[src/common/iesm_pkg.sv]
// Package for the internal error status and mask register bank.
// Assumes a 32-bit register port with word-aligned byte offsets.
package iesm_pkg;
  localparam int          ADDR_W      = 12;
  localparam int          DATA_W      = 32;
  localparam int          NUM_EVT     = 19;
  // Register byte offsets
  localparam logic [11:0] OFF_CTRL    = 12'h480;
  localparam logic [11:0] OFF_STATUS  = 12'h484;
  localparam logic [11:0] OFF_MASK    = 12'h488;
  localparam logic [11:0] OFF_SEV     = 12'h48C;
  localparam logic [11:0] OFF_PENDING = 12'h490;
  localparam logic [11:0] OFF_REPORT  = 12'h494;
  // Reset values
  localparam logic [31:0] RST_STATUS  = 32'h0000_0000;
  localparam logic [31:0] RST_MASK    = 32'h0000_0000;
  localparam logic [31:0] RST_SEV     = 32'h0000_0011;
  localparam logic [31:0] RST_CTRL    = 32'h0000_0001;
  // Implemented bits: 0..2 and 4..18; bit 3 and 19..31 reserved
  localparam logic [31:0] IMPL_MASK   = 32'h0007_FFF7;
  localparam logic [31:0] CTRL_IMPL   = 32'h0000_0001;
  // Control field position
  localparam int          CTRL_EN_BIT = 0;
  // Status bit positions
  localparam int          B_IN_P_TO   = 0;
  localparam int          B_IN_NP_TO  = 1;
  localparam int          B_IN_C_TO   = 2;
  localparam int          B_EG_P_TO   = 4;
  localparam int          B_EG_NP_TO  = 5;
  localparam int          B_EG_C_TO   = 6;
  localparam int          B_IN_D_SBE  = 7;
  localparam int          B_IN_D_DBE  = 8;
  localparam int          B_IN_C_SBE  = 9;
  localparam int          B_IN_C_DBE  = 10;
  localparam int          B_EG_D_SBE  = 11;
  localparam int          B_EG_D_DBE  = 12;
  localparam int          B_EG_C_SBE  = 13;
  localparam int          B_EG_C_DBE  = 14;
  localparam int          B_E2E_PAR   = 15;
  localparam int          B_UNREL     = 16;
  localparam int          B_RP_C_SBE  = 17;
  localparam int          B_RP_C_DBE  = 18;
endpackage

[src/hw/iesm_w1c_bank.sv]
// Sticky write-one-to-clear status bank for internal error events.
// Assumes event pulses and write strobe are synchronous to the clock.
`timescale 1ns/1ps
`default_nettype none
module iesm_w1c_bank (
  input  wire logic        clk,
  input  wire logic        rst,
  input  wire logic [31:0] set_vec,
  input  wire logic        clr_we,
  input  wire logic [31:0] clr_data,
  output logic      [31:0] status
);
  import iesm_pkg::*;
  logic [31:0] status_q;
  logic [31:0] status_d;

  // Set wins over a same-cycle clear so no event is lost
  assign status_d = ((status_q & ~(clr_we ? clr_data : 32'h0000_0000)) | set_vec)
                    & IMPL_MASK;
  assign status   = status_q;

  // Status register
  always_ff @(posedge clk) begin
    if (rst) begin
      status_q <= RST_STATUS;
    end else begin
      status_q <= status_d;
    end
  end
endmodule
`default_nettype wire

[src/hw/iesm_report.sv]
// Internal error report generator: mask, enable and severity split.
// Assumes all inputs come from registers on the same clock.
`timescale 1ns/1ps
`default_nettype none
module iesm_report (
  input  wire logic        clk,
  input  wire logic        rst,
  input  wire logic [31:0] status,
  input  wire logic [31:0] mask,
  input  wire logic [31:0] sev,
  input  wire logic        enable,
  output logic      [31:0] pending,
  output logic             uncorr,
  output logic             corr
);
  import iesm_pkg::*;
  logic uncorr_q;
  logic corr_q;
  logic uncorr_d;
  logic corr_d;

  // RQ11 mask gates pending
  // Mask hides a bit from reporting only
  assign pending  = status & ~mask & IMPL_MASK;
  // RQ13 enable gates reports
  assign uncorr_d = enable & |(pending & sev);
  assign corr_d   = enable & |(pending & ~sev);
  assign uncorr   = uncorr_q;
  assign corr     = corr_q;

  // RQ16 report re-evaluated
  // Registered report levels, re-evaluated every cycle, so a clear drops them
  always_ff @(posedge clk) begin
    if (rst) begin
      uncorr_q <= 1'b0;
      corr_q   <= 1'b0;
    end else begin
      uncorr_q <= uncorr_d;
      corr_q   <= corr_d;
    end
  end
endmodule
`default_nettype wire

[src/hw/iesm_top.sv]
// Internal error status and mask register bank of one switch port.
// Assumes event inputs are one-cycle or level signals on CLK_SYS and
// a simple register port with read data one cycle after the strobe.
//
// Function
// RQ1 - Ingress posted, non-posted, completion time-outs set bits 0, 1, 2.
// RQ2 - Egress posted, non-posted, completion time-outs set bits 4, 5, 6.
// RQ3 - Corrected single-bit error in ingress data RAM sets bit 7.
// RQ4 - Double-bit error in ingress data RAM sets bit 8.
// RQ5 - Ingress control RAM single and double-bit errors set bits 9, 10.
// RQ6 - Egress data RAM single and double-bit errors set bits 11, 12.
// RQ7 - Egress control RAM single and double-bit errors set bits 13, 14.
// RQ8 - End-to-end data path parity error sets bit 15.
// RQ9 - Rising unreliable-link flag sets bit 16.
// RQ10 - Replay control RAM single and double-bit errors set bits 17, 18.
// RQ11 - Mask bit one blocks reporting of its status bit; resets zero.
// RQ12 - Status records events regardless of mask.
// RQ13 - Reporting only while enable bit is one; enable resets to one.
// RQ14 - Severity one reports uncorrectable, zero reports correctable.
// RQ15 - Reserved bits 3 and 19..31 read zero, ignore writes.
// RQ16 - Report follows any set unmasked bit, updated after each clear.
//
// The plain strobed port was chosen for this implementation.
`timescale 1ns/1ps
`default_nettype none
module iesm_top (
  input  wire logic                       CLK_SYS,
  input  wire logic                       RESET,
  input  wire logic [iesm_pkg::ADDR_W-1:0] REG_ADDR,
  input  wire logic [iesm_pkg::DATA_W-1:0] REG_WDATA,
  input  wire logic                       REG_WR,
  input  wire logic                       REG_RD,
  output logic      [iesm_pkg::DATA_W-1:0] REG_RDATA,
  input  wire logic                       INGRESS_POSTED_TIMEOUT,
  input  wire logic                       INGRESS_NONPOSTED_TIMEOUT,
  input  wire logic                       INGRESS_COMPLETION_TIMEOUT,
  input  wire logic                       EGRESS_POSTED_TIMEOUT,
  input  wire logic                       EGRESS_NONPOSTED_TIMEOUT,
  input  wire logic                       EGRESS_COMPLETION_TIMEOUT,
  input  wire logic                       INGRESS_DATA_SINGLE_ERR,
  input  wire logic                       INGRESS_DATA_DOUBLE_ERR,
  input  wire logic                       INGRESS_CTRL_SINGLE_ERR,
  input  wire logic                       INGRESS_CTRL_DOUBLE_ERR,
  input  wire logic                       EGRESS_DATA_SINGLE_ERR,
  input  wire logic                       EGRESS_DATA_DOUBLE_ERR,
  input  wire logic                       EGRESS_CTRL_SINGLE_ERR,
  input  wire logic                       EGRESS_CTRL_DOUBLE_ERR,
  input  wire logic                       END_TO_END_PARITY_ERR,
  input  wire logic                       UNRELIABLE_LINK_FLAG,
  input  wire logic                       REPLAY_CTRL_SINGLE_ERR,
  input  wire logic                       REPLAY_CTRL_DOUBLE_ERR,
  output logic                            REPORT_UNCORRECTABLE,
  output logic                            REPORT_CORRECTABLE,
  output logic                            IRQ
);
  import iesm_pkg::*;

  // Register file state
  logic [31:0] mask_q;
  logic [31:0] sev_q;
  logic [31:0] ctrl_q;
  logic [31:0] rdata_q;
  logic        unrel_q;
  logic [31:0] status;
  logic [31:0] pending;
  logic [31:0] set_vec;
  logic [31:0] rdata_d;
  logic        unrel_rise;
  logic        report_en;

  // Address decode
  wire hit_ctrl   = (REG_ADDR == OFF_CTRL);
  wire hit_status = (REG_ADDR == OFF_STATUS);
  wire hit_mask   = (REG_ADDR == OFF_MASK);
  wire hit_sev    = (REG_ADDR == OFF_SEV);
  wire hit_pend   = (REG_ADDR == OFF_PENDING);
  wire hit_rep    = (REG_ADDR == OFF_REPORT);
  wire wr_ctrl    = REG_WR & hit_ctrl;
  wire wr_status  = REG_WR & hit_status;
  wire wr_mask    = REG_WR & hit_mask;
  wire wr_sev     = REG_WR & hit_sev;

  // RQ9 rising flag
  // Only the rising edge of the unreliable flag records an event
  assign unrel_rise = UNRELIABLE_LINK_FLAG & ~unrel_q;

  // RQ1 ingress time-outs
  // Event vector; each input lands on its own status bit
  always_comb begin
    set_vec             = 32'h0000_0000;
    set_vec[B_IN_P_TO]  = INGRESS_POSTED_TIMEOUT;
    set_vec[B_IN_NP_TO] = INGRESS_NONPOSTED_TIMEOUT;
    set_vec[B_IN_C_TO]  = INGRESS_COMPLETION_TIMEOUT;
    // RQ2 egress time-outs
    set_vec[B_EG_P_TO]  = EGRESS_POSTED_TIMEOUT;
    set_vec[B_EG_NP_TO] = EGRESS_NONPOSTED_TIMEOUT;
    set_vec[B_EG_C_TO]  = EGRESS_COMPLETION_TIMEOUT;
    // RQ3 ingress data single
    set_vec[B_IN_D_SBE] = INGRESS_DATA_SINGLE_ERR;
    // RQ4 ingress data double
    set_vec[B_IN_D_DBE] = INGRESS_DATA_DOUBLE_ERR;
    // RQ5 ingress control RAM
    set_vec[B_IN_C_SBE] = INGRESS_CTRL_SINGLE_ERR;
    set_vec[B_IN_C_DBE] = INGRESS_CTRL_DOUBLE_ERR;
    // RQ6 egress data RAM
    set_vec[B_EG_D_SBE] = EGRESS_DATA_SINGLE_ERR;
    set_vec[B_EG_D_DBE] = EGRESS_DATA_DOUBLE_ERR;
    // RQ7 egress control RAM
    set_vec[B_EG_C_SBE] = EGRESS_CTRL_SINGLE_ERR;
    set_vec[B_EG_C_DBE] = EGRESS_CTRL_DOUBLE_ERR;
    // RQ8 parity error
    set_vec[B_E2E_PAR]  = END_TO_END_PARITY_ERR;
    // RQ9 unreliable link
    set_vec[B_UNREL]    = unrel_rise;
    // RQ10 replay control RAM
    set_vec[B_RP_C_SBE] = REPLAY_CTRL_SINGLE_ERR;
    set_vec[B_RP_C_DBE] = REPLAY_CTRL_DOUBLE_ERR;
  end

  // RQ12 status independent of mask
  // The bank never sees the mask, so masking cannot alter status
  iesm_w1c_bank u_bank (
    .clk      (CLK_SYS),
    .rst      (RESET),
    .set_vec  (set_vec),
    .clr_we   (wr_status),
    .clr_data (REG_WDATA),
    .status   (status)
  );

  assign report_en = ctrl_q[CTRL_EN_BIT];

  // RQ11 mask gates reporting
  // RQ14 severity split
  iesm_report u_report (
    .clk     (CLK_SYS),
    .rst     (RESET),
    .status  (status),
    .mask    (mask_q),
    .sev     (sev_q),
    .enable  (report_en),
    .pending (pending),
    .uncorr  (REPORT_UNCORRECTABLE),
    .corr    (REPORT_CORRECTABLE)
  );

  // Interrupt follows any unmasked status bit, regardless of enable
  assign IRQ = |pending;

  // RQ15 reserved bits masked
  // Writable registers; reserved bits never store a value
  always_ff @(posedge CLK_SYS) begin
    if (RESET) begin
      mask_q  <= RST_MASK;
      sev_q   <= RST_SEV;
      ctrl_q  <= RST_CTRL;
      unrel_q <= 1'b0;
    end else begin
      unrel_q <= UNRELIABLE_LINK_FLAG;
      if (wr_mask) begin
        mask_q <= REG_WDATA & IMPL_MASK;
      end
      if (wr_sev) begin
        sev_q <= REG_WDATA & IMPL_MASK;
      end
      // RQ13 enable register
      if (wr_ctrl) begin
        ctrl_q <= REG_WDATA & CTRL_IMPL;
      end
    end
  end

  // Read mux; unmapped offsets read zero
  assign rdata_d = !REG_RD    ? 32'h0000_0000 :
                   hit_ctrl   ? ctrl_q :
                   hit_status ? status :
                   hit_mask   ? mask_q :
                   hit_sev    ? sev_q :
                   hit_pend   ? pending :
                   hit_rep    ? {30'h0000_0000, REPORT_CORRECTABLE, REPORT_UNCORRECTABLE} :
                   32'h0000_0000;

  // Read data stands only in the cycle after the strobe
  always_ff @(posedge CLK_SYS) begin
    if (RESET) begin
      rdata_q <= 32'h0000_0000;
    end else begin
      rdata_q <= rdata_d;
    end
  end
  assign REG_RDATA = rdata_q;
endmodule
`default_nettype wire

[config.mk]
export PLATFORM = sky130hd
export DESIGN_NAME = iesm_top
export DESIGN_NICKNAME = d
export VERILOG_FILES = /design/src/common/iesm_pkg.sv /design/src/hw/iesm_w1c_bank.sv /design/src/hw/iesm_report.sv /design/src/hw/iesm_top.sv
export SDC_FILE = /design/constraint.sdc
export NUM_CORES = 1
export LEC_CHECK = 0
export ABC_AREA = 0
export CAP_MARGIN = 20
export CELL_PAD_IN_SITES_DETAIL_PLACEMENT = 2
export CELL_PAD_IN_SITES_GLOBAL_PLACEMENT = 2
export CORE_ASPECT_RATIO = 0.5
export CORE_MARGIN = 1
export CORE_UTILIZATION = 36
export DETAILED_ROUTE_END_ITERATION = 10
export DONT_BUFFER_PORTS = 1
export PLACE_DENSITY_LB_ADDON = 0.08
export SYNTH_ARGS = -nofsm -noshare
export SYNTH_HDL_FRONTEND = slang
export SYNTH_SLANG_ARGS = --single-unit
export TNS_END_PERCENT = 10
[constraint.sdc]
create_clock -name CLK_SYS -period 1.85 [get_ports CLK_SYS]
set_input_delay 0 -clock CLK_SYS [delete_from_list [all_inputs] [get_ports CLK_SYS]]
set_output_delay 0 -clock CLK_SYS [all_outputs]
set_load 0.03 [all_outputs]
# Word level (Yosys, flattened, before mapping)
# Cells that the tools add are included.
word_totals:
  register_bits: 90
  inputBits: 66
  out_inout_bits: 35
  word_cells: 44
classes:
  eq_ne: 6
  muxes: 7
  bitwise_logic: 17
  n_reduce_logical: 5
ops:
  columns: ["cell", "count"]
  rows:
  - ["$mux W19", 5]
  - ["$eq A12 B11 Y1 const B", 6]
  - ["$reduce_or A32 Y1", 2]
  - ["$and A19 B19 Y19", 3]
  - ["$not A19 Y19", 2]
  - ["$and A19 B32 Y32", 1]
  - ["$not A19 Y32", 1]
  - ["$or A19 B19 Y19", 1]
  - ["$reduce_or A18 Y1", 1]
  - ["$and A1 B1 Y1", 7]
  - ["$reduce_or A3 Y1", 1]
  - ["$mux W2", 1]
  - ["$not A1 Y1", 2]
  - ["$reduce_or A2 Y1", 1]
  - ["$mux W1", 1]

# Depth between registers and ports, before layout
# Gate-level depths: netlist (run 1).
logic_depth:
  depth_word: 7
  ltp_mapped: 7
  mapped_depth_nobuf: 4

# By module
# Synthesis (run 1) repeated with hierarchy kept, for this count alone.
hier_totals:
  hier_cells: 517
  hier_area_um2: 4550.6
modules_own_cells:
  columns: ["module", "instances", "cells_each", "area_each_um2", "seq_area_each_um2"]
  rows:
  - ["iesm_top", 1, 347, 3083.0, 1401.3]
  - ["iesm_w1c_bank", 1, 91, 872.1, 360.3]
  - ["iesm_report", 1, 79, 595.6, 40.0]

# Worst setup path before layout (run 1)
# No wires, ideal clock.
synth_timing:
  path_type: "reg-to-output"
  startpoint: "reg u_bank.status_q[9] (netlist: u_bank.status[9])"
  endpoint: "out IRQ"
  arrival_ps: 1401
  t_required_ps: 1850
  path_slack_ps: 449
  stages_incl_launch_ff: 5
  path_buffers: 0
  path_cell_list: "dfxtp_1 nor2b_1 or4_1 nor4_1 nand3_1"
synth_via:
  elab_chain_len: 2
synth_rtl:
  columns: ["item", "line_no", "text"]
  rows:
  - ["from (decl)", "iesm_w1c_bank.sv:14", "logic [31:0] status_q;"]
  - ["from (signal assigned)", "iesm_w1c_bank.sv:27", "status_q <= status_d;"]
  - ["$and A19 B19 Y19", "iesm_report.sv:24", "assign pending = status & ~mask & IMPL_MASK;"]
  - ["$reduce_or A18 Y1", "iesm_top.sv:148", "assign IRQ = |pending;"]
  - ["to (decl)", "iesm_top.sv:54", "output logic IRQ"]
# Every way passes these cells.

# Final worst setup path (run 1)
layout_timing:
  startpoint: "in REG_ADDR[3] (netlist name)"
  endpoint: "reg u_bank.status_q[0] (netlist: u_bank.status[0])"
layout_via:
  elab_chain_len: 6
layout_rtl:
  columns: ["item", "line_no", "text"]
  rows:
  - ["from (decl)", "iesm_top.sv:29", "input wire logic [iesm_pkg::ADDR_W-1:0] REG_ADDR,"]
  - ["$eq A12 B11 Y1", "iesm_top.sv:73", "wire hit_status = (REG_ADDR == OFF_STATUS);"]
  - ["$and A1 B1 Y1", "iesm_top.sv:79", "wire wr_status = REG_WR & hit_status;"]
  - ["$mux W19", "iesm_w1c_bank.sv:18", "assign status_d = ((status_q & ~(clr_we ? clr_data : 32'h0000_0000)) | set_vec)"]
  - ["$not A19 Y19", "iesm_w1c_bank.sv:18", null]
  - ["$and A19 B19 Y19", "iesm_w1c_bank.sv:18", null]
  - ["$or A19 B19 Y19", "iesm_w1c_bank.sv:18", null]
# Every way passes these cells.
# A chain may end at the register's enable or synchronous reset.

==> flow_metrics.py, run 1 <==
metrics = {
    "worst_setup_path": {
        "worstPathArrival_ns": 2.13,
        "path_cells": "dlygate4sd3_1 -> nor2_1 -> and4_1 -> buf_4 -> a311oi_1 -> dlygate4sd3_1",
        "crit_type": "input pin to flip-flop",
        "reg2reg_to": "REG_RDATA[11]",
        "r2r_setup_slack_ns": 0.08,
        "rr_startpoint": "sev_q[11]",
        "crit_required_ns": 2.13,
        "r2r_cells": 5,
        "path_common_cell": "dlygate4sd3_1",
        "cp_max_fo": 33,
        "cp-end-kind": "flip-flop",
        "startpoint_type": "input pin",
        "critPathTopFamily": "buffers and inverters",
        "cpMaxStageDelayCell": "dlygate4sd3_1",
        "slowest_delay_ns": 0.61,
        "crit_buf_inv": 3,
    },
    "outcome": {
        "outcome": "finished clean",
    },
    "placement": {
        "pre_cts_ws_ns": 0.2332,
        "numPortBuffers": 0,
        "gp_congestion": 0.8879,
        "hpwlAfterDp_mm": 9.360,
    },
    "cts": {
        "clock-root-buffer": "clkbuf_16",
        "cts_tree": "built",
        "clk_pin_slew_ns": 0.06,
        "clock_sinks": 76,
        "htree_levels": 3,
        "numCtsBuffers": 9,
        "cts_buffer_depth": 2,
        "insertion_delay_ns": 0.34,
    },
    "grt": {
        "grt_overflow": 0,
        "antenna_found_initial": 0,
        "grt_pass1_vias": 3910,
        "grt_usage_pct": 28.48,
        "grt_pass1_wl_mm": 22.67,
        "grt_max_degree": 59,
    },
    "yosys": {
        "yosys_warnings": 0,
        "synth-main-ff-cell": "dfxtp_1",
        "synthCells": 437,
        "synth_edf_count": 0,
        "syn_area_mm2": 0.003744,
        "yosys.area.top_type_share_pct": 40.64,
        "synth_top_area_cell": "dfxtp_1",
        "ys_ff_latch": 76,
        "synthArstFlopShare_pct": 0,
        "synthTopCellsByArea": "dfxtp_1 41%, mux2i_1 7.2%, nor2_1 6.3%",
        "synth_cell_type_count": 47,
        "syn_avg_cell_area_um2": 8.567,
        "synthTopCellsByCount": "76 x dfxtp_1, 63 x nor2_1, 41 x nand2_1, 28 x a21oi_1, 27 x mux2i_1",
        "ys_seq_area_share_pct": 40.64,
        "post-synth-top-count-cell": "dfxtp_1",
    },
    "detailed_routing": {
        "wl_mm": 14.95,
        "vias_per_cell": 5.672,
        "ant_nets": 0,
        "vias": 3568,
        "drt_iter0_drc": 152,
        "drc_errors": 0,
        "routedWlPerCell_um": 23.76,
        "dr.pass1.iters": 4,
    },
    "die": {
        "coreArea_mm2": 0.009759,
        "start_util_pct": 38.36,
        "die_w_um": 146.2,
        "io_pins": 101,
        "rows": 25,
        "die-area_mm2": 0.01084,
        "fp.dieH_um": 74.11,
    },
    "final_layout": {
        "n_antenna_cell": 0,
        "finalNetCount": 557,
        "drive_gt1_share_pct": 9.919,
        "fillers": 1069,
        "area_growth_pct": 26.04,
    },
    "pwr": {
        "swShare_pct": 25.04,
        "p_int_mw": 2.793,
        "clkPwrFrac_pct": 42.5,
        "leakage_nw": 1.926,
        "power.switching_mw": 0.9332,
        "powerDensity_mw_per_mm2": 789.7,
        "seqPwrFrac_pct": 45.8,
        "ir_drop_v": 0.0003645,
        "power_frac_comb_pct": 11.7,
    },
    "sta": {
        "clock_skew_ns": 0.005598,
        "finalCritPeriodShare_pct": 99.82,
        "fin_ws_ns": 0.003283,
        "slew_violations": 0,
        "clock.fmax_mhz": 541.5,
        "slew_headroom_pct": 61.88,
        "min_period_ns": 1.847,
        "worst_pin_slew_ns": 0.5666,
        "tns_ns": 0,
        "setup_viol": 0,
        "rsz0062_at_grt": "true",
        "hold_violations": 0,
    },
    "min_path": {
        "hold_start": "RESET",
        "hold_depth": 2,
        "min_path_type": "input pin to flip-flop",
        "min_to": "sev_q[7]",
    },
    "run": {
        "maxCapViolations": 0,
    },
}
[worst max-delay path by stage]
stage	startpoint	end	slack [ns]	cells after the start
2_1_floorplan	u_bank.status[9]	IRQ	0.45	4
3_3_place_gp	u_bank.status[9]	IRQ	0.33	4
3_5_place_dp	u_bank.status[9]	IRQ	0.23	4
4_1_cts	u_bank.status[1]	IRQ	0.00007	4
5_1_grt	u_bank.status[6]	IRQ	-0.005	4
6_report	REG_ADDR[3]	u_bank.status[0]	0.003	6
[power groups by stage]
| stage | Sequential (mW) | Clock, mW | Combinational, mW |
|---|---|---|---|
| finish | 1.71 | 1.58 | 0.434 |
| global route | 1.71 | 1.69 | 0.461 |
| CTS | 1.70 | 1.61 | 0.419 |
| detailed placement | 1.74 | 0 | 0.263 |
| global placement | 1.74 | 0 | 0.253 |
| floorplan | 1.73 | 0 | 0.269 |
[repair_timing]
item	in CTS	in global routing
setup endpoints to repair	1	6
resized for setup	12	1
pin swaps	3	1
endpoints found under the hold margin	76	0
hold buffers	58	0
buffers inserted	0	0
[flip-flops by register name, indices dropped and copies added (netlist names)]
name             cells
u_report.uncorr      1
REG_RDATA           18
unrel_q              1
u_bank.status       18
sev_q               18
mask_q              18
ctrl_q               1
u_report.corr        1
[metal layers]
metal  share of wire (%)  up-vias  GRT usage, %  routed length, um
met1                  46     1808         37.37               6872
li1                    -     1610             -                  -
met3                 7.0       21         6.748               1048
met5                   0        -             0                  0
met4                 1.2        0         8.681                182
met2                  46      129         47.35               6843
[cell usage in the layout (no fill, tap or decap), drive strengths merged, types with 3 or more instances in the layout]
master / Yosys / final
a22oi: 16 / 16
a211oi: 8 / 8
inv: 26 / 26
nor2b: 23 / 23
a311oi: 19 / 19
nand2b: 7 / 7
clkbuf: 11 / 11
nand3: 3 / 3
buf: 30 / 14
nand4: 4 / 4
a2bb2oi: 8 / 8
nor3b: 7 / 7
nor4: 3 / 3
clkinv: 0 / 3
nand2: 41 / 41
mux2: 8 / 8
dfxtp: 76 / 76
nor2: 63 / 63
conb: 1 / 14
a21oi: 28 / 28
mux2i: 27 / 27
o2bb2ai: 3 / 3
dlygate4sd3: 0 / 56
[final cells by class]
cell class	instances	area, um2	share of cell area (%)
multi-input combinational	307	1972	41.79
clock buffer	11	242.7	5.145
timing repair buffer	71	698.2	14.80
clock inverter	3	15.01	0.3182
sequential	76	1524	32.30
tap	135	168.9	3.580
inverter	26	97.59	2.068
[through the flow]
stage               power, mW  cells  hold WS (ns)  cell area, um2  utilization (%)
floorplan               1.998    450        0.1087            3792                -
global placement        1.989    557       0.07835            3809            39.03
detailed placement      2.003    557       0.08168            3809            39.03
CTS                     3.729    629      0.008803            4716            48.32
global route            3.859    629       0.03339            4718            48.35
finish                  3.726    629      0.001424            4718            48.35
[cells by family (layout without fill, tap and decap cells)]
group                  after synthesis  in the layout  synth area share (%)
other                                1             14                0.1002
muxes                               36             36                 10.23
buffers and inverters               67            111                 9.291
AOI/OAI and AO/OA                   92             92                 17.88
DFF                                 76             76                 40.64
and+or+nand+nor                    165            165                 21.86
(Power assumes the default switching activity.)
==> run 2, diff against run 1 <==
--- a/config.mk
+++ b/config.mk
@@ -16,4 +16,5 @@
 export DONT_BUFFER_PORTS = 1
 export PLACE_DENSITY_LB_ADDON = 0.08
+export SLEW_MARGIN = 20
 export SYNTH_ARGS = -nofsm -noshare
 export SYNTH_HDL_FRONTEND = slang
==> constraint.sdc (replaced) <==
create_clock -name CLK_SYS -period 1.85 [get_ports CLK_SYS]
set_input_delay 0.37 -clock CLK_SYS [delete_from_list [all_inputs] [get_ports CLK_SYS]]
set_output_delay 0.37 -clock CLK_SYS [all_outputs]
set_load 0.03 [all_outputs]
==> run 2 against run 1 <==
Against the previous run: the flow now finishes with violations (setup timing); total power is essentially flat; sequential power is essentially flat; first-iteration DRC count grew 14%; clock skew shrank 0.00076 ns; die area is the same; core utilization shrank 4.0 points; setup slack lost 0.33 ns; worst hold slack gained 0.11 ns; clock-buffer cell count grew 4; critical path depth shrank 1; critical endpoint is now IRQ.
==> flow_metrics.py, run 2 (synthesized netlist as in run 1, its figures left out) <==
metrics = {
    "cts": {
        "clk_pin_slew_ns": 0.06,
        "numCtsBuffers": 9,
        "clock-root-buffer": "clkbuf_16",
        "clock_sinks": 76,
        "cts_tree": "built",
        "cts_buffer_depth": 2,
        "htree_levels": 3,
        "insertion_delay_ns": 0.34,
    },
    "outcome": {
        "failed_checks": "setup timing",
        "outcome": "complete, but fails checks",
    },
    "placement": {
        "gp_congestion": 0.8888,
        "hpwlAfterDp_mm": 9.670,
        "place_area_mm2": 0.003956,
        "numPortBuffers": 0,
    },
    "detailed_routing": {
        "dr.pass1.iters": 4,
        "vias": 3319,
        "ant_nets": 0,
        "drt_iter0_drc": 174,
        "routedWlPerCell_um": 23.33,
        "drc_errors": 0,
        "vias_per_cell": 5.597,
        "wl_mm": 13.83,
    },
    "die": {
        "die_w_um": 146.2,
        "rows": 25,
        "start_util_pct": 38.36,
        "fp.dieH_um": 74.11,
        "io_pins": 101,
        "die-area_mm2": 0.01084,
        "coreArea_mm2": 0.009759,
    },
    "sta": {
        "clock.fmax_mhz": 458.8,
        "finalCritPeriodShare_pct": 117.8,
        "slew_headroom_pct": 65.59,
        "worst_pin_slew_ns": 0.5150,
        "clock_skew_ns": 0.004839,
        "hold_violations": 0,
        "fin_ws_ns": -0.3298,
        "slew_violations": 0,
        "holdWs_ns": 0.1139,
        "rsz0062_at_grt": "true",
        "min_period_ns": 2.180,
        "setup_viol": 1,
    },
    "final_layout": {
        "mostFrequentLayoutCell": "dfxtp_1",
        "fillers": 1095,
        "n_antenna_cell": 0,
        "multi_input_area_mm2": 0.001983,
        "fin_util_pct": 44.33,
        "stdcell_area_mm2": 0.004327,
        "drive_gt1_share_pct": 16.38,
        "area_growth_pct": 15.57,
        "regArea_mm2": 0.001530,
        "layout_common_cells": "69 x dfxtp_1, 63 x nor2_1, 41 x nand2_1",
        "finalNetCount": 519,
    },
    "worst_setup_path": {
        "critPathTopFamily": "simple AND/OR/NAND/NOR gates",
        "crit_buf_inv": 1,
        "startpoint_type": "flip-flop",
        "crit_required_ns": 1.48,
        "cpMaxStageDelayCell": "or4_4",
        "slowest_delay_ns": 0.53,
        "cp-end-kind": "output port",
        "worstPathArrival_ns": 1.81,
        "cp_max_fo": 2,
        "path_cells": "nor2b_4 -> or4_4 -> nor3_2 -> nand3_1 -> buf_6",
        "crit_type": "flip-flop to output port",
    },
    "pwr": {
        "ir_drop_v": 0.0003970,
        "leakage_nw": 1.802,
        "p_total_mw": 3.724,
        "powerDensity_mw_per_mm2": 860.7,
    },
    "grt": {
        "antenna_found_initial": 0,
        "grt_pass1_wl_mm": 21.21,
        "grt_pass1_vias": 3661,
        "grt_overflow": 0,
        "grt_max_degree": 60,
        "grt_usage_pct": 26.54,
    },
    "min_path": {
        "min_path_type": "input pin to flip-flop",
    },
    "run": {
        "maxCapViolations": 0,
    },
}
run 2: final timing paths:
kind / from / endpoint / slack, ns / cells after the start
hold / removal: RESET / u_bank.status[2] / 0.11 / 1
setup reg to reg: u_bank.status[2] / u_report.corr / 0.19 / 6
setup / recovery: u_bank.status[6] / IRQ / -0.33 / 5
hold reg to reg: mask_q[14] / mask_q[14] / 0.48 / 2
run 2: what timing repair did:
item | 4_1_cts | 5_1_grt
hold buffers | 0 | 0
endpoints found under the setup margin | 1 | 1
resized for setup | 10 | 13
gates cloned | 0 | 0
pin swaps | 3 | 3
setup buffers | 1 | 1
run 2: area by class of cell:
type,count,share of cell area [%]
multi-input cells,307,45.84
flip-flops and latches,76,35.37
clock buffers,15,6.420
repair buffers,33,6.102
well taps,135,3.904
inverters,26,2.256
clock inverters,1,0.1157
run 2: power by group:
group | total [mW] | internal (mW) | switching, mW | leakage (nW)
Clock | 1.69 | 1.02 | 0.668 | 0.140
Sequential | 1.70 | 1.67 | 0.0312 | 0.621
Combinational | 0.336 | 0.153 | 0.183 | 1.04
run 2: per-layer routing:
| layer | track usage, % | wire length, um |
|---|---|---|
| met1 | 34.53 | 6372 |
| met2 | 43.86 | 6169 |
| met3 | 8.160 | 1181 |
| met4 | 5.903 | 112 |
| met5 | 0 | 0 |
run 2: per-stage QoR:
step,instances,TNS [ns],worst slack (ns)
2_1_floorplan,450,0,0.07862
3_3_place_gp,575,-0.03461,-0.03461
3_5_place_dp,575,-0.01428,-0.01428
4_1_cts,592,-0.4004,-0.4004
5_1_grt,593,-0.3617,-0.3617
6_report,593,-0.3298,-0.3298
run 2: worst register-to-register path, cell delays in order (launching register included):
cell,delay [ns]
dfxtp_2,0.32
buf_4,0.12
buf_4,0.13
nor3b_1,0.17
a2111o_1,0.33
nor4_1,0.30
a21boi_0,0.15
==> run 3, diff against run 2 <==
- ABC_AREA: 0 -> 1
- CORE_UTILIZATION: 36 -> 34
==> run 3 against run 2 <==
Against the previous run: the run still ends with setup timing left; clock skew rose by 0.0022 ns; synthesized area rose by 5.8%; die area rose by 12%; combinational power fell by 6%; global-route usage fell by 0.90 points; critical path type unchanged; maximum frequency rose by 16%; critical endpoint unchanged; sequential cell count did not move.
==> flow_metrics.py, run 3 <==
metrics = {
    "outcome": {
        "outcome": "complete, but fails checks",
        "failed_checks": "setup timing",
    },
    "sta": {
        "rsz0062_at_grt": "true",
        "holdWs_ns": 0.09259,
        "hold_violations": 0,
        "fin_ws_ns": -0.02601,
        "clock.fmax_mhz": 533.0,
        "clock_skew_ns": 0.007029,
        "finalCritPeriodShare_pct": 101.4,
        "setup_viol": 1,
        "min_period_ns": 1.876,
        "slew_violations": 0,
    },
    "grt": {
        "grt_overflow": 0,
        "grt_pass1_wl_mm": 23.18,
        "grt_pass1_vias": 4121,
        "grt_max_degree": 38,
        "antenna_found_initial": 0,
        "grt_usage_pct": 25.64,
    },
    "pwr": {
        "leakage_nw": 2.036,
        "p_int_mw": 2.799,
        "power_frac_comb_pct": 8.4,
        "seqPwrFrac_pct": 45.1,
        "clkPwrFrac_pct": 46.5,
        "power.switching_mw": 0.9751,
        "powerDensity_mw_per_mm2": 817.6,
        "ir_drop_v": 0.0003960,
        "swShare_pct": 25.84,
        "p_total_mw": 3.774,
    },
    "worst_setup_path": {
        "cpMaxStageDelayCell": "dfxtp_2",
        "rr_startpoint": "u_bank.status[14]",
        "critPathTopFamily": "simple AND/OR/NAND/NOR gates",
        "crit_required_ns": 1.48,
        "cp_max_fo": 2,
        "crit_buf_inv": 3,
        "crit_type": "flip-flop to output port",
        "path_cells": "inv_2 -> or2_4 -> inv_4 -> nor4_4 -> nand4_1 -> buf_6",
        "startpoint_type": "flip-flop",
        "reg2reg_to": "REG_RDATA[14]",
        "r2r_cells": 9,
        "slowest_delay_ns": 0.32,
        "cp-end-kind": "output port",
        "r2r_setup_slack_ns": 0.37,
        "worstPathArrival_ns": 1.51,
    },
    "yosys": {
        "ys_ff_latch": 76,
        "synthTopCellsByCount": "104 x inv_1, 99 x nand2_1, 76 x dfxtp_1, 70 x nor2_1",
        "ys_seq_area_share_pct": 38.41,
        "yosys_warnings": 0,
        "synth_cell_type_count": 31,
        "synth-main-ff-cell": "dfxtp_1",
        "synthTopCellsByArea": "dfxtp_1 38%, inv_1 9.9%, nand2_1 9.4%",
        "yosys.area.top_type_share_pct": 38.41,
        "synth_edf_count": 0,
        "synthCells": 576,
        "post-synth-top-count-cell": "inv_1",
        "synthArstFlopShare_pct": 0,
        "syn_avg_cell_area_um2": 6.877,
        "synth_top_area_cell": "dfxtp_1",
        "syn_area_mm2": 0.003961,
    },
    "cts": {
        "clock_sinks": 76,
        "insertion_delay_ns": 0.34,
        "htree_levels": 3,
        "clock-root-buffer": "clkbuf_16",
        "clk_pin_slew_ns": 0.06,
        "cts_tree": "built",
        "numCtsBuffers": 9,
        "cts_buffer_depth": 2,
    },
    "placement": {
        "place_area_mm2": 0.004267,
        "hpwlAfterDp_mm": 10.60,
        "numPortBuffers": 0,
        "gp_congestion": 0.7973,
    },
    "die": {
        "fp.dieH_um": 78.33,
        "rows": 27,
        "die_w_um": 154.7,
        "io_pins": 101,
        "coreArea_mm2": 0.01118,
        "die-area_mm2": 0.01211,
        "start_util_pct": 35.43,
    },
    "final_layout": {
        "fillers": 1373,
        "stdcell_area_mm2": 0.004616,
        "n_antenna_cell": 0,
        "area_growth_pct": 16.52,
        "fin_util_pct": 41.28,
        "finalNetCount": 663,
        "mostFrequentLayoutCell": "inv_1",
        "layout_common_cells": "101 x inv_1, 92 x nand2_1, 73 x dfxtp_1",
        "drive_gt1_share_pct": 15.81,
    },
    "min_path": {
        "hold_start": "RESET",
        "hold_depth": 1,
        "min_to": "u_bank.status[5]",
        "min_path_type": "input pin to flip-flop",
    },
    "detailed_routing": {
        "ant_nets": 0,
        "dr.pass1.iters": 4,
        "wl_mm": 14.39,
        "vias": 3799,
        "vias_per_cell": 4.999,
        "drt_iter0_drc": 192,
        "routedWlPerCell_um": 18.94,
        "drc_errors": 0,
    },
    "run": {
        "maxCapViolations": 0,
    },
}
[run 3: changes by cell type after synthesis, sizes merged, moves of 10 or more]
cell	before	now
o211ai	0	12
mux2i	27	0
o21ai	1	43
nand3	3	20
nor2b	23	0
nand2	41	104
nor2	63	78
a311oi	19	0
inv	26	106
a21oi	28	41
nand4	4	18
a22oi	16	0
a211oi	8	18
o22ai	0	11
[run 3: final cells by class]
cell class / instances / area [um2] / share of cell area, %
inverters: 108 / 409.1 / 8.864
multi-input cells: 372 / 1921 / 41.61
repair buffers: 30 / 279.0 / 6.045
clock buffers: 10 / 229.0 / 4.961
well taps: 159 / 198.9 / 4.310
flip-flops and latches: 76 / 1525 / 33.04
clock inverters: 5 / 53.80 / 1.166
[run 3: what timing repair did]
action	CTS	global route
setup buffers	1	0
pin swaps	3	1
gates resized for setup	15	6
hold buffers	0	0
endpoints found under the setup margin	1	1
[run 3: worst max-delay path by stage]
stage | startpoint | to | slack, ns | cells after the start
3_5_place_dp | REG_ADDR[1] | REG_RDATA[18] | 0.11 | 7
6_report | u_bank.status[9] | IRQ | -0.03 | 6
4_1_cts | u_bank.status[9] | IRQ | -0.06 | 6
5_1_grt | mask_q[10] | IRQ | -0.10 | 6
3_3_place_gp | REG_ADDR[1] | REG_RDATA[8] | 0.16 | 7
2_1_floorplan | REG_ADDR[7] | mask_q[10] | 0.34 | 8
[run 3: routing by layer]
layer,global-route usage (%),up-vias,wire length (um)
met5,0,-,0
met4,4.653,0,95
met3,5.632,8,634
met2,39.32,83,6053
met1,36.86,1847,7608
li1,-,1861,-
[run 3: power by group through the flow]
stage,logic (mW),clock network [mW],registers [mW]
3_3_place_gp,0.284,0,1.74
5_1_grt,0.351,1.87,1.71
6_report,0.317,1.75,1.70
2_1_floorplan,0.237,0,1.73
3_5_place_dp,0.294,0,1.74
4_1_cts,0.313,1.80,1.70
[run 3: worst register-to-register path, delay by kind of cell (launching register included)]
family,cells,cell delay (ns)
buffers and inverters,2,0.25
AOI/OAI and AO/OA,1,0.14
DFF,1,0.34
and+or+nand+nor,6,0.67
[run 3: cells by family after synthesis]
kind of cell / share of synthesized area (%)
and+or+nand+nor: 26.15
buffers and inverters: 15.57
AOI/OAI and AO/OA: 19.77
DFF: 38.41
other: 0.09467
[run 3: through the flow]
step / TNS [ns] / instances / setup slack, ns
2_1_floorplan: 0 / 589 / 0.3378
3_3_place_gp: 0 / 744 / 0.1599
3_5_place_dp: 0 / 744 / 0.1078
4_1_cts: -0.05635 / 760 / -0.05635
5_1_grt: -0.1023 / 760 / -0.1023
6_report: -0.02601 / 760 / -0.02601
